**config.mk**
```make
export PLATFORM = sky130hd
export DESIGN_NAME = apc_top
export DESIGN_NICKNAME = d
export VERILOG_FILES = /design/src/verilog/apc_pkg.sv /design/src/verilog/apc_top.sv
export VERILOG_INCLUDE_DIRS = /design/src /design/src/verilog
export SDC_FILE = /design/constraint.sdc
export NUM_CORES = 1
export LEC_CHECK = 0
export ABC_AREA = 0
export BUFFER_PORTS_ARGS = -buffer_cell sky130_fd_sc_hd__buf_2
export CORE_ASPECT_RATIO = 0.9
export CORE_UTILIZATION = 30
export DETAILED_ROUTE_END_ITERATION = 16
export GPL_TIMING_DRIVEN = 0
export PLACE_DENSITY = 0.47
export SLEW_MARGIN = 20
export SYNTH_ARGS = -nofsm -noshare
export SYNTH_HDL_FRONTEND = slang
export SYNTH_SLANG_ARGS = --single-unit
```
**constraint.sdc**
```tcl
create_clock -name clk -period 16.25 [get_ports clk]
set_clock_uncertainty 0.05 [all_clocks]
set_input_delay 3.25 -clock clk [delete_from_list [all_inputs] [get_ports clk]]
set_output_delay 3.25 -clock clk [all_outputs]
set_load 0.1 [all_outputs]
```
**src/verilog/apc_cfg.svh**
```systemverilog
// Constants of the aux port, indicator and preset controller.
`ifndef APC_CFG_SVH
`define APC_CFG_SVH
`define APC_CLK_HZ 125000000
`define APC_TICK_NS 1000000
`define APC_TICK_CYC (`APC_TICK_NS / (1000000000 / `APC_CLK_HZ))
`define APC_DEB_MS 20
`define APC_BOOT_MS 40
`define APC_LONG_MS 2000
`define APC_PUP_MS 5000
`define APC_HOLD_PER_MS 1000
`define APC_HOLD_ON_MS 500
`define APC_RAPID_MS 1000
`define APC_RAPID_HALF_MS 50
`define APC_PF_ON_MS 250
`define APC_PF_OFF_MS 250
`define APC_PF_PAUSE_MS 1500
`define APC_CMD_MS 50
`define APC_TRAF_MS 50
`define APC_COND_HALF_MS 250
`define APC_NUM_PRESETS 10
`define APC_REG_SET 8'h00
`define APC_REG_CMD 8'h04
`define APC_REG_STAT 8'h08
`define APC_CMD_STORE 4
`define APC_CMD_RECALL 5
`define APC_OUT_MANUAL 2'h0
`define APC_OUT_ERROR 2'h1
`define APC_OUT_FLASH 2'h2
`define APC_IN_NONE 3'h0
`define APC_IN_MUTE1 3'h1
`define APC_IN_MUTE2 3'h2
`define APC_IN_MUTEB 3'h3
`define APC_IN_PWR1 3'h4
`define APC_IN_PWR2 3'h5
`define APC_IN_PWRB 3'h6
`define APC_IN_CYCLE 3'h7
`define APC_SRC_NET 2'h0
`define APC_SRC_ANALOG 2'h1
`define APC_SRC_OVR 2'h2
`define APC_SET_DEFAULT 26'h180001A
`endif

```
**src/verilog/apc_pkg.sv**
```systemverilog
// Types shared by the aux port, indicator and preset controller.
`default_nettype none
package apc_pkg;
  typedef struct packed {
    logic       data_force;
    logic [1:0] pwr;
    logic [1:0] mute;
    logic [1:0] out_mode;
    logic       out_inv;
    logic       out_man;
    logic [4:0] err_en;
    logic [2:0] in_mode;
    logic       in_inv;
    logic [3:0] pmin;
    logic [3:0] pmax;
  } apc_set_t;
  typedef struct packed {
    logic       link;
    logic       speed100;
    logic       traffic;
    logic       link_pri;
    logic       use_pri;
    logic       use_sec;
    logic       conductor;
    logic       net_ok;
    logic       override;
    logic [4:0] err;
    logic       aux_in;
    logic       btn;
  } apc_pins_t;
  typedef struct packed {
    logic        psel;
    logic        penable;
    logic        pwrite;
    logic [7:0]  paddr;
    logic [31:0] pwdata;
  } apc_apb_req_t;
  typedef struct packed {
    logic led_link;
    logic led_speed;
    logic led_use_pri;
    logic led_use_sec;
    logic led_data;
    logic led_preset;
  } apc_ind_t;
  typedef struct packed {
    logic [20:0] zero;
    logic        factory;
    logic [1:0]  src;
    logic        sec_en;
    logic [3:0]  last;
    logic        valid;
    logic        active;
    logic        raw;
  } apc_stat_t;
  typedef enum logic [2:0] {BT_BOOT, BT_PUP, BT_IDLE, BT_HELD, BT_WAIT} apc_btn_t;
  typedef enum logic [1:0] {PF_ON, PF_OFF, PF_PAUSE} apc_pf_t;
endpackage
`default_nettype wire

```
**src/verilog/apc_top.sv**
```systemverilog
// Aux port, indicator, failover and preset controller with an APB slave.
`default_nettype none
`include "apc_cfg.svh"
// ****************************************************************
// Operation
// - Link lamp lit on link, flashes on traffic.
// - Speed lamp lit only on 100 Mb link.
// - Primary link lost enables secondary port.
// - In-use lamp on; blinks when timing reference.
// - Network audio lost selects analog inputs.
// - Detected override signal becomes audio source.
// - Manual mode: aux output follows software.
// - Error mode: aux output on enabled errors.
// - Flash mode: aux output copies preset pattern.
// - Output inversion in manual, error modes only.
// - Input mode none acts not, still reports.
// - Active input mutes or powers off channels.
// - Cycle mode advances preset on active edge.
// - High input active unless inversion set.
// - Short press loads next preset, wrapping.
// - Long press restores settings, rapid data flash.
// - Held at power-up: lamps lit, full restore on release within 5 s.
// - Data lamp flashes while button held.
// - Ten preset slots with store and recall.
// - Flag changes since preset; report last preset.
// - Per channel power and mute control.
// - Preset lamp flashes number, pause; stops on change.
// - Data lamp flashes on command; force option.
// ****************************************************************
module apc_top #(
  parameter int TICK_CYC    = `APC_TICK_CYC,
  parameter int NUM_PRESETS = `APC_NUM_PRESETS
) (
  input  wire logic                  clk,
  input  wire logic                  sys_rst,
  input  wire logic                  ce,
  input  wire apc_pkg::apc_apb_req_t apb_req,
  output logic [31:0]                prdata,
  output logic                       pready,
  output logic                       pslverr,
  input  wire apc_pkg::apc_pins_t    pins,
  input  wire logic                  cmd_rx,
  output var apc_pkg::apc_ind_t      ind,
  output logic                       sec_port_en,
  output logic [1:0]                 src_sel,
  output logic                       aux_out,
  output logic [1:0]                 ch_mute,
  output logic [1:0]                 ch_on
);

  if (TICK_CYC < 2 || NUM_PRESETS < 1 || NUM_PRESETS > 15) begin : g_bad_param
    $error("apc_top: unsupported parameter value");
  end

  // ****************************************************************
  // Input synchronisers and millisecond tick
  // ****************************************************************
  apc_pkg::apc_pins_t pins_m;
  apc_pkg::apc_pins_t pins_s;
  logic [31:0]        tick_cnt;
  logic               tick;
  logic [15:0]        ms;

  always_ff @(posedge clk or posedge sys_rst) begin
    if (sys_rst) begin
      pins_m <= '0;
      pins_s <= '0;
    end else if (ce) begin
      pins_m <= pins;
      pins_s <= pins_m;
    end
  end

  assign tick = ce && (tick_cnt == 32'(TICK_CYC - 1));

  always_ff @(posedge clk or posedge sys_rst) begin
    if (sys_rst) begin
      tick_cnt <= 32'h0;
      ms       <= 16'h0;
    end else if (ce) begin
      tick_cnt <= tick ? 32'h0 : tick_cnt + 32'h1;
      if (tick) begin
        ms <= ms + 16'h1;
      end
    end
  end

  // ****************************************************************
  // Debounce of button and aux input
  // ****************************************************************
  logic [1:0] raw_in;
  logic       deb [2];

  assign raw_in = {pins_s.aux_in, pins_s.btn};

  for (genvar i = 0; i < 2; i++) begin : g_deb
    logic [7:0] cnt;
    always_ff @(posedge clk or posedge sys_rst) begin
      if (sys_rst) begin
        cnt    <= 8'h0;
        deb[i] <= 1'b0;
      end else if (ce) begin
        if (raw_in[i] == deb[i]) begin
          cnt <= 8'h0;
        end else if (tick) begin
          if (cnt == 8'(`APC_DEB_MS - 1)) begin
            deb[i] <= raw_in[i];
            cnt    <= 8'h0;
          end else begin
            cnt <= cnt + 8'h1;
          end
        end
      end
    end
  end

  // ****************************************************************
  // Settings, presets and register decode
  // ****************************************************************
  apc_pkg::apc_set_t s;
  apc_pkg::apc_set_t bank [NUM_PRESETS];
  logic              valid;
  logic [3:0]        last;
  logic              aux_act;
  logic              aux_act_d;
  logic              acc;
  logic              wr_set;
  logic              wr_cmd;
  logic [3:0]        cmd_num;
  logic              cmd_ok;
  logic              st_go;
  logic              rc_apb;
  logic [3:0]        nxt_num;
  logic              nxt_ok;
  logic              cyc_go;
  logic              short_go;
  logic              fac_set;
  logic              fac_all;
  logic              rcl_go;
  logic [3:0]        rcl_num;
  logic [12:0]       rapid_ms;

  assign aux_act = deb[1] ^ s.in_inv;
  assign acc     = apb_req.psel && apb_req.penable;
  assign pready  = acc;
  assign wr_set  = acc && apb_req.pwrite && apb_req.paddr == `APC_REG_SET;
  assign wr_cmd  = acc && apb_req.pwrite && apb_req.paddr == `APC_REG_CMD;
  assign cmd_num = apb_req.pwdata[3:0];
  assign cmd_ok  = cmd_num != 4'h0 && cmd_num <= 4'(NUM_PRESETS);
  assign st_go   = ce && wr_cmd && cmd_ok && apb_req.pwdata[`APC_CMD_STORE];
  assign rc_apb  = ce && wr_cmd && cmd_ok && apb_req.pwdata[`APC_CMD_RECALL];
  // A range that runs past the last slot is clipped by refusing the step.
  assign nxt_num = (last >= s.pmax || last < s.pmin) ? s.pmin : last + 4'h1;
  assign nxt_ok  = nxt_num != 4'h0 && nxt_num <= 4'(NUM_PRESETS);
  assign cyc_go  = ce && s.in_mode == `APC_IN_CYCLE && aux_act && !aux_act_d && nxt_ok;
  assign rcl_go  = rc_apb || ((cyc_go || (short_go && ce)) && nxt_ok);
  assign rcl_num = rc_apb ? cmd_num : nxt_num;

  always_ff @(posedge clk or posedge sys_rst) begin
    if (sys_rst) begin
      aux_act_d <= 1'b0;
    end else if (ce) begin
      aux_act_d <= aux_act;
    end
  end

  // Slots are held in flops; a real part backs them with external storage.
  always_ff @(posedge clk or posedge sys_rst) begin
    if (sys_rst) begin
      for (int k = 0; k < NUM_PRESETS; k++) begin
        bank[k] <= `APC_SET_DEFAULT;
      end
    end else if (ce) begin
      if (fac_all) begin
        for (int k = 0; k < NUM_PRESETS; k++) begin
          bank[k] <= `APC_SET_DEFAULT;
        end
      end else if (st_go) begin
        bank[4'(cmd_num - 4'h1)] <= s;
      end
    end
  end

  always_ff @(posedge clk or posedge sys_rst) begin
    if (sys_rst) begin
      s     <= `APC_SET_DEFAULT;
      valid <= 1'b0;
      last  <= 4'h0;
    end else if (ce) begin
      if (fac_set || fac_all) begin
        s     <= `APC_SET_DEFAULT;
        valid <= 1'b0;
      end else if (rcl_go) begin
        s     <= bank[4'(rcl_num - 4'h1)];
        valid <= 1'b1;
        last  <= rcl_num;
      end else if (st_go) begin
        valid <= 1'b1;
        last  <= cmd_num;
      end else if (wr_set) begin
        s     <= apb_req.pwdata[25:0];
        valid <= 1'b0;
      end
    end
  end

  apc_pkg::apc_stat_t stat;
  logic [31:0]        rd_mux;

  always_comb begin
    stat         = '0;
    stat.raw     = deb[1];
    stat.active  = aux_act;
    stat.valid   = valid;
    stat.last    = last;
    stat.sec_en  = sec_port_en;
    stat.src     = src_sel;
    stat.factory = rapid_ms != 13'h0;
  end

  always_comb begin
    if (apb_req.paddr == `APC_REG_SET) begin
      rd_mux = {6'h00, s};
    end else if (apb_req.paddr == `APC_REG_STAT) begin
      rd_mux = stat;
    end else begin
      rd_mux = 32'h0;
    end
  end

  assign pslverr = acc && apb_req.paddr != `APC_REG_SET && apb_req.paddr != `APC_REG_CMD
                   && apb_req.paddr != `APC_REG_STAT;

  // Read data is caught in the setup cycle so the access phase needs no wait.
  always_ff @(posedge clk or posedge sys_rst) begin
    if (sys_rst) begin
      prdata <= 32'h0;
    end else if (ce && apb_req.psel && !apb_req.penable) begin
      prdata <= rd_mux;
    end
  end

  // ****************************************************************
  // Pushbutton decoder
  // ****************************************************************
  apc_pkg::apc_btn_t bt;
  logic [12:0]       bt_ms;

  assign short_go = bt == apc_pkg::BT_HELD && !deb[0] && bt_ms < 13'(`APC_LONG_MS);
  assign fac_set  = ce && bt == apc_pkg::BT_HELD && !deb[0] && bt_ms >= 13'(`APC_LONG_MS);
  assign fac_all  = ce && bt == apc_pkg::BT_PUP && !deb[0];

  always_ff @(posedge clk or posedge sys_rst) begin
    if (sys_rst) begin
      bt    <= apc_pkg::BT_BOOT;
      bt_ms <= 13'h0;
    end else if (ce) begin
      case (bt)
        apc_pkg::BT_BOOT: begin
          if (tick) begin
            bt_ms <= bt_ms + 13'h1;
            if (bt_ms == 13'(`APC_BOOT_MS)) begin
              bt    <= deb[0] ? apc_pkg::BT_PUP : apc_pkg::BT_IDLE;
              bt_ms <= 13'h0;
            end
          end
        end
        apc_pkg::BT_PUP: begin
          if (!deb[0]) begin
            bt <= apc_pkg::BT_IDLE;
          end else if (tick) begin
            bt_ms <= bt_ms + 13'h1;
            if (bt_ms == 13'(`APC_PUP_MS - 1)) begin
              bt <= apc_pkg::BT_WAIT;
            end
          end
        end
        apc_pkg::BT_IDLE: begin
          if (deb[0]) begin
            bt    <= apc_pkg::BT_HELD;
            bt_ms <= 13'h0;
          end
        end
        apc_pkg::BT_HELD: begin
          if (!deb[0]) begin
            bt <= apc_pkg::BT_IDLE;
          end else if (tick && bt_ms != 13'h1FFF) begin
            bt_ms <= bt_ms + 13'h1;
          end
        end
        apc_pkg::BT_WAIT: begin
          if (!deb[0]) begin
            bt <= apc_pkg::BT_IDLE;
          end
        end
        default: begin
          bt <= apc_pkg::BT_IDLE;
        end
      endcase
    end
  end

  // ****************************************************************
  // Flash timers
  // ****************************************************************
  apc_pkg::apc_pf_t pf;
  logic [10:0]      pf_ms;
  logic [3:0]       pf_idx;
  logic             pre_pat;
  logic [6:0]       cmd_ms;
  logic [6:0]       traf_ms;

  always_ff @(posedge clk or posedge sys_rst) begin
    if (sys_rst) begin
      rapid_ms <= 13'h0;
      cmd_ms   <= 7'h0;
      traf_ms  <= 7'h0;
    end else if (ce) begin
      if (fac_set || fac_all) begin
        rapid_ms <= 13'(`APC_RAPID_MS);
      end else if (tick && rapid_ms != 13'h0) begin
        rapid_ms <= rapid_ms - 13'h1;
      end
      if (cmd_rx) begin
        cmd_ms <= 7'(`APC_CMD_MS);
      end else if (tick && cmd_ms != 7'h0) begin
        cmd_ms <= cmd_ms - 7'h1;
      end
      if (pins_s.traffic && traf_ms == 7'h0) begin
        traf_ms <= 7'(2 * `APC_TRAF_MS);
      end else if (tick && traf_ms != 7'h0) begin
        traf_ms <= traf_ms - 7'h1;
      end
    end
  end

  always_ff @(posedge clk or posedge sys_rst) begin
    if (sys_rst) begin
      pf     <= apc_pkg::PF_PAUSE;
      pf_ms  <= 11'h0;
      pf_idx <= 4'h0;
    end else if (ce) begin
      if (!valid) begin
        pf     <= apc_pkg::PF_PAUSE;
        pf_ms  <= 11'h0;
        pf_idx <= 4'h0;
      end else if (tick) begin
        pf_ms <= pf_ms + 11'h1;
        case (pf)
          apc_pkg::PF_ON: begin
            if (pf_ms == 11'(`APC_PF_ON_MS - 1)) begin
              pf     <= apc_pkg::PF_OFF;
              pf_ms  <= 11'h0;
              pf_idx <= pf_idx + 4'h1;
            end
          end
          apc_pkg::PF_OFF: begin
            if (pf_ms == 11'(`APC_PF_OFF_MS - 1)) begin
              pf    <= (pf_idx >= last) ? apc_pkg::PF_PAUSE : apc_pkg::PF_ON;
              pf_ms <= 11'h0;
            end
          end
          default: begin
            if (pf_ms == 11'(`APC_PF_PAUSE_MS - 1)) begin
              pf     <= apc_pkg::PF_ON;
              pf_ms  <= 11'h0;
              pf_idx <= 4'h0;
            end
          end
        endcase
      end
    end
  end

  assign pre_pat = valid && pf == apc_pkg::PF_ON;

  // ****************************************************************
  // Indicators and control outputs
  // ****************************************************************
  logic       data_nx;
  logic       cond_blink;
  logic [1:0] aux_mute;
  logic [1:0] aux_off;
  logic       aux_nx;

  assign cond_blink = (ms % 16'(2 * `APC_COND_HALF_MS)) < 16'(`APC_COND_HALF_MS);

  always_comb begin
    if (rapid_ms != 13'h0) begin
      data_nx = (rapid_ms % 13'(2 * `APC_RAPID_HALF_MS)) >= 13'(`APC_RAPID_HALF_MS);
    end else if (bt == apc_pkg::BT_PUP) begin
      data_nx = 1'b1;
    end else if (bt == apc_pkg::BT_HELD) begin
      data_nx = (bt_ms % 13'(`APC_HOLD_PER_MS)) < 13'(`APC_HOLD_ON_MS);
    end else begin
      data_nx = s.data_force || cmd_ms != 7'h0;
    end
  end

  always_comb begin
    aux_mute = 2'h0;
    aux_off  = 2'h0;
    if (aux_act) begin
      case (s.in_mode)
        `APC_IN_MUTE1: aux_mute = 2'h1;
        `APC_IN_MUTE2: aux_mute = 2'h2;
        `APC_IN_MUTEB: aux_mute = 2'h3;
        `APC_IN_PWR1:  aux_off  = 2'h1;
        `APC_IN_PWR2:  aux_off  = 2'h2;
        `APC_IN_PWRB:  aux_off  = 2'h3;
        default:       aux_off  = 2'h0;
      endcase
    end
  end

  always_comb begin
    case (s.out_mode)
      `APC_OUT_MANUAL: aux_nx = s.out_man ^ s.out_inv;
      `APC_OUT_ERROR:  aux_nx = (|(pins_s.err & s.err_en)) ^ s.out_inv;
      `APC_OUT_FLASH:  aux_nx = pre_pat;
      default:         aux_nx = 1'b0;
    endcase
  end

  always_ff @(posedge clk or posedge sys_rst) begin
    if (sys_rst) begin
      ind         <= '0;
      sec_port_en <= 1'b0;
      src_sel     <= `APC_SRC_NET;
      aux_out     <= 1'b0;
      ch_mute     <= 2'h0;
      ch_on       <= 2'h0;
    end else if (ce) begin
      ind.led_link    <= pins_s.link && traf_ms <= 7'(`APC_TRAF_MS);
      ind.led_speed   <= pins_s.link && pins_s.speed100;
      ind.led_use_pri <= pins_s.use_pri && (!pins_s.conductor || cond_blink);
      ind.led_use_sec <= pins_s.use_sec && (!pins_s.conductor || cond_blink);
      ind.led_data    <= data_nx;
      ind.led_preset  <= bt == apc_pkg::BT_PUP || pre_pat;
      sec_port_en     <= !pins_s.link_pri;
      if (pins_s.override) begin
        src_sel <= `APC_SRC_OVR;
      end else if (!pins_s.net_ok) begin
        src_sel <= `APC_SRC_ANALOG;
      end else begin
        src_sel <= `APC_SRC_NET;
      end
      aux_out <= aux_nx;
      ch_mute <= s.mute | aux_mute;
      ch_on   <= s.pwr & ~aux_off;
    end
  end
endmodule
`default_nettype wire
```
After elaboration in Yosys (flattened, before gate mapping)
Index checks and enable logic that the tools add are counted.
Storage, ports and cells
  flip-flop bits (word level): 496
  output and inout port bits: 48
Cells by class
  bitwise logic cells: 12
  add/sub/neg operators: 13
  equality and inequality tests: 45
  order comparisons: 14
  multiplexer cells: 79
  reduce and logical (&&, ||, !) cells: 93
  div/mod/pow operators: 3
Operator list (count)
  $mux 260: 2
  $bwmux 260: 1
  $mux 26: 8
  $mux 13: 9
  $bmux 26 s4: 1
  $demux 26 s4: 1
  $mux 11: 6
  $pmux 13 s4: 1
  $mux 8: 6
  $logic_and 1x1->1: 40
  $add 32x1->32 const B: 1
  $eq 32x17->1 const B: 1
  $mux 32: 1
  $mux 4: 8
  $mux 7: 4
  $mux 3: 7
  $mux 2: 10
  $ne 2x2->1 const B: 9
  $reduce_and 2->1: 9
  $add 16x1->16 const B: 1
  $add 8x1->8 const B: 2
  $eq 8x5->1 const B: 2
  $lt 16x8->1 const B: 1
  $mod 16x9->16 const B: 1
  other kinds (70): 127

Logic depth before layout (Yosys ltp)
  depth after elaboration: 14
  gate-level depth with buffers: 27

Worst setup path after synthesis
Ideal clock, no wire load.
  path type: input to register
  from: input port apb_req[35] in the netlist's numbering
  to: register s[0] in the netlist's numbering
  arrival: 8.852 ns
  required time: 16.117 ns
  stages: 19
  path buffers: 8
  slack: 7.266 ns
  cell sequence: clkbuf_1 nor3b_1 nand3_1 nor4_1 nand2_1 a21oi_1 clkbuf_1 clkbuf_1 clkbuf_1 inv_1 ha_1 clkbuf_1 clkbuf_1 clkbuf_1 nand3b_1 clkbuf_1 o221ai_1 o21ai_0 o21ai_0
On the way
  cells in the longest elaborated chain, start to end: 13
  elaborated cells between the ends (all ways): 20
  classes of those cells: add/sub (1); eq/ne (2); mux (6); bitwise (1); reduce/logical (10)
RTL lines
  start, declared: line apc_top.sv:37  | input wire apc_pkg::apc_apb_req_t apb_req,
  $eq 8x3->1 (no line)
  $logic_and 1x1->1 (no line)
  $logic_and 1x1->1 (2 in series): line apc_top.sv:150, apc_top.sv:151
  $logic_and 1x1->1: line apc_top.sv:151  | assign rc_apb = ce && wr_cmd && cmd_ok && apb_req.pwdata[`APC_CMD_RECALL];
  $mux 4: line apc_top.sv:157  | assign rcl_num = rc_apb ? cmd_num : nxt_num;
  $sub 4x1->4: line apc_top.sv:194  | s <= bank[4'(rcl_num - 4'h1)];
  $not 4->5 (not written as such): line apc_top.sv:194
  $bmux 26 s4: line apc_top.sv:194
  $mux 26 (not written as such) (2 in series): line apc_top.sv:194
  $mux 26: line apc_top.sv:193  | end else if (rcl_go) begin
  $mux 26: line apc_top.sv:190  | if (fac_set || fac_all) begin
  end signal, assigned: line apc_top.sv:191  | s <= `APC_SET_DEFAULT;
  end signal, assigned: line apc_top.sv:194
  end signal, assigned: line apc_top.sv:201  | s <= apb_req.pwdata[25:0];
  end, declared: line apc_top.sv:120  | apc_pkg::apc_set_t s;
Parallel ways exist; a longest one is shown, timed or not. The select of a mux whose other input is x is not followed.
A chain may end at the register's enable or synchronous reset.

Final worst setup path
  from: input port apb_req[35] in the netlist's numbering
  to: register s[12] in the netlist's numbering
The elaborated chain is that of the path after synthesis.

==> results_dict.tcl <==
set metrics [dict create \
    run_status "completed" \
    setup_viol 0 \
    cts_tree "yes" \
    whs_path_depth 1 \
    dp_cells 4274 \
    grt_overflow 0 \
    nets 3258 \
    clock_latency_ps 640 \
    preCtsSetupSlack_ps 4014 \
    fill_cells 9219 \
    routedWlPerCell_um 20.82 \
    min_path_type "reg -> reg" \
    final_critical_path_setup_slack_ps 4517 \
    instances_no_fill 4382 \
    io_pins 111 \
    ys_ff_latch 490 \
    async_flop_share 1.000 \
    worstSetupStartpointType "input pin" \
    slew_viol_final 0 \
    area_growth_pct 15.91 \
    grt_pass1_wl_um 140300 \
    cts_resized 0 \
    leakagePower_nw 12.96 \
    setup_tns_ps 0 \
    mostFrequentLayoutCell "nand2_1" \
    hold_viol 0 \
    first_global_vias 22120 \
    syn_inst 2986 \
    synth_edf_count 0 \
    die_w_um 318.2 \
    cap_violations 0 \
    hpwl_um 67430 \
    powerDensity_nw_per_um2 157.0 \
    cp.arrival_ps 12190 \
    clkTransAtPathRegs_ps 60 \
    cts_setup_buffers 0 \
    grt_max_degree 33 \
    peakVddDrop_mv 0.1112 \
    cp.required_ps 16700 \
    postCtsHoldBufs 0 \
    vias_per_cell 5.229 \
    cts_sinks 490 \
    drive_gt1_frac 0.1329 \
    cts-htree-levels 2 \
    fin_crit_ps 11730 \
    tightest_slew_ps 1053 \
    rsz0062_at_grt "false" \
    ys_warn_count 0 \
    avgSynthCellArea_sq_um 9.043 \
    rows 104 \
    io_buffers 96 \
    drtPass1Iterations 9 \
    multi_input_area_sq_um 13610 \
    max_freq_mhz 85.23 \
    cts_buffers 56 \
    seqCellArea_sq_um 12330 \
    routed_wl_um 91250 \
    path_class "in -> reg" \
    antenna_found_initial 7 \
    fin_util 0.3506 \
    ant_nets 0 \
    synth_area_sq_um 27000 \
    coreArea_sq_um 89270 \
    post-route-drc-count 0 \
    synth-main-ff-cell "dfrtp_1" \
    path_max_fanout 10 \
    cp-end-kind "register" \
    final_cell_mix "686 x nand2_1, 434 x dfrtp_1, 284 x a21oi_1, 201 x clkbuf_1, 153 x o21ai_0" \
    grt_usage 0.1994 \
    chipHeight_um 286.6 \
    cts_buffer_depth 3 \
    die-area_sq_um 91210 \
    finalCritPeriodShare 0.7221 \
    relSlewSlack 0.2983 \
    globalplace.congestion 0.8472 \
    start_util 0.3025 \
    ys_types 96 \
    r2r_cells 23 \
    vias 22920 \
    drtIter0Drc 1930 \
    cts_root_buf "clkbuf_16" \
    synth_seq_area_share 0.4567 \
]
-- cell type report --
class / count / share of cell area
diodes: 3 / 0.0002399
plain buffers: 216 / 0.02750
clock buffers: 79 / 0.05169
clock inverters: 26 / 0.008275
inverters: 68 / 0.008275
multi-input cells: 2217 / 0.4348
flip-flops and latches: 490 / 0.3940
well taps: 1166 / 0.04661
repair buffers: 117 / 0.02858
-- power by group --
group	total, mW	internal (mW)	switching [mW]
Combinational	2.01	0.694	1.31
Clock	1.31	0.757	0.555
Sequential	1.59	1.42	0.174
Total	4.92	2.87	2.04
-- registers in the layout (all words and copies together) (netlist names), 16 cells and up --
name and cells:
g_deb.cnt 16, pins_s 16, pins_m 16, bank 260
ms 16, tick_cnt 32, prdata 26, s 26
-- routing by layer --
metal / wire length (um) / global-route usage / vias to the layer above
met1: 45240 / 0.3019 / 11320
met4: 1830 / 0.04819 / 6
met2: 37660 / 0.2854 / 603
met5: 35 / 0 / -
met3: 6479 / 0.04305 / 114
li1: - / - / 10870
-- stage by stage --
stage	area [sq um]	power [mW]	hold slack (ps)
6_report	31300	4.915	407.4
3_3_place_gp	28960	3.585	390.3
4_1_cts	31290	4.939	417.5
3_5_place_dp	29410	3.606	391.6
5_1_grt	31290	5.171	453.1
2_1_floorplan	27020	2.916	372.5
-- logic make-up after synthesis --
| logic type | after synthesis | share of synthesized area |
|---|---|---|
| XOR/XNOR | 106 | 0.03466 |
| AND/OR/NAND/NOR | 1191 | 0.1955 |
| buffers and inverters | 284 | 0.04119 |
| multiplexers | 187 | 0.09638 |
| other | 1 | 0.0001389 |
| adder cells (fa/ha/maj) | 34 | 0.01529 |
| AO/OA/AOI/OAI | 693 | 0.1601 |
| flip-flops | 490 | 0.4567 |
-- worst paths after layout --
path / from / end / slack [ps]
worst max-delay path: apb_req[35] / s[12]$_DFFE_PP0P_ / 4520
max in group asynchronous: sys_rst / pins_m[3]$_DFFE_PP0P_ / 12120
worst max register to register: s[5]$_DFFE_PP0P_ / s[12]$_DFFE_PP0P_ / 6070
min in group asynchronous: sys_rst / ms[8]$_DFFE_PP0P_ / 2510
worst min register to register: pins_s[12]$_DFFE_PP0P_ / sec_port_en$_DFFE_PP0P_ / 410
worst min-delay path: pins_s[12]$_DFFE_PP0P_ / sec_port_en$_DFFE_PP0P_ / 410
-- worst max-delay path, cell delays in order --
cell	delay [ps]
clkbuf_1	180
nor3b_1	300
nand3_1	250
nor4_1	630
nand2_1	370
a21oi_2	530
clkbuf_1	740
clkbuf_1	830
clkbuf_1	680
inv_1	100
ha_1	380
clkbuf_1	590
clkbuf_1	840
clkbuf_1	670
nand3b_1	610
clkbuf_1	470
o221ai_1	320
o21ai_0	130
o21ai_0	260
-- synthesized netlist by cell type, drive strengths merged, types with 8 or more instances --
cell type | count | area share
nand4 | 26 | 0.0060
nor3 | 42 | 0.0080
a21o | 12 | 0.0033
o31ai | 38 | 0.011
a22o | 19 | 0.0062
or3 | 26 | 0.0062
xor2 | 36 | 0.012
mux4 | 52 | 0.043
nor2 | 149 | 0.021
buf | 23 | 0.0049
o21ai | 158 | 0.030
nand2b | 28 | 0.0065
nor4 | 18 | 0.0042
xnor2 | 70 | 0.023
and2 | 12 | 0.0028
a31oi | 16 | 0.0037
dfrtp | 434 | 0.40
nand3 | 104 | 0.019
nand2 | 686 | 0.095
mux2 | 44 | 0.018
mux2i | 91 | 0.035
dfstp | 56 | 0.054
a211oi | 11 | 0.0036
nand3b | 9 | 0.0025
o211ai | 30 | 0.0085
and3 | 25 | 0.0058
ha | 29 | 0.013
nor2b | 22 | 0.0051
or2 | 13 | 0.0030
a21oi | 287 | 0.054
clkbuf | 193 | 0.027
o21a | 8 | 0.0022
o221ai | 29 | 0.0094
inv | 67 | 0.0093
No activity file was read; power rests on OpenSTA's default activity.
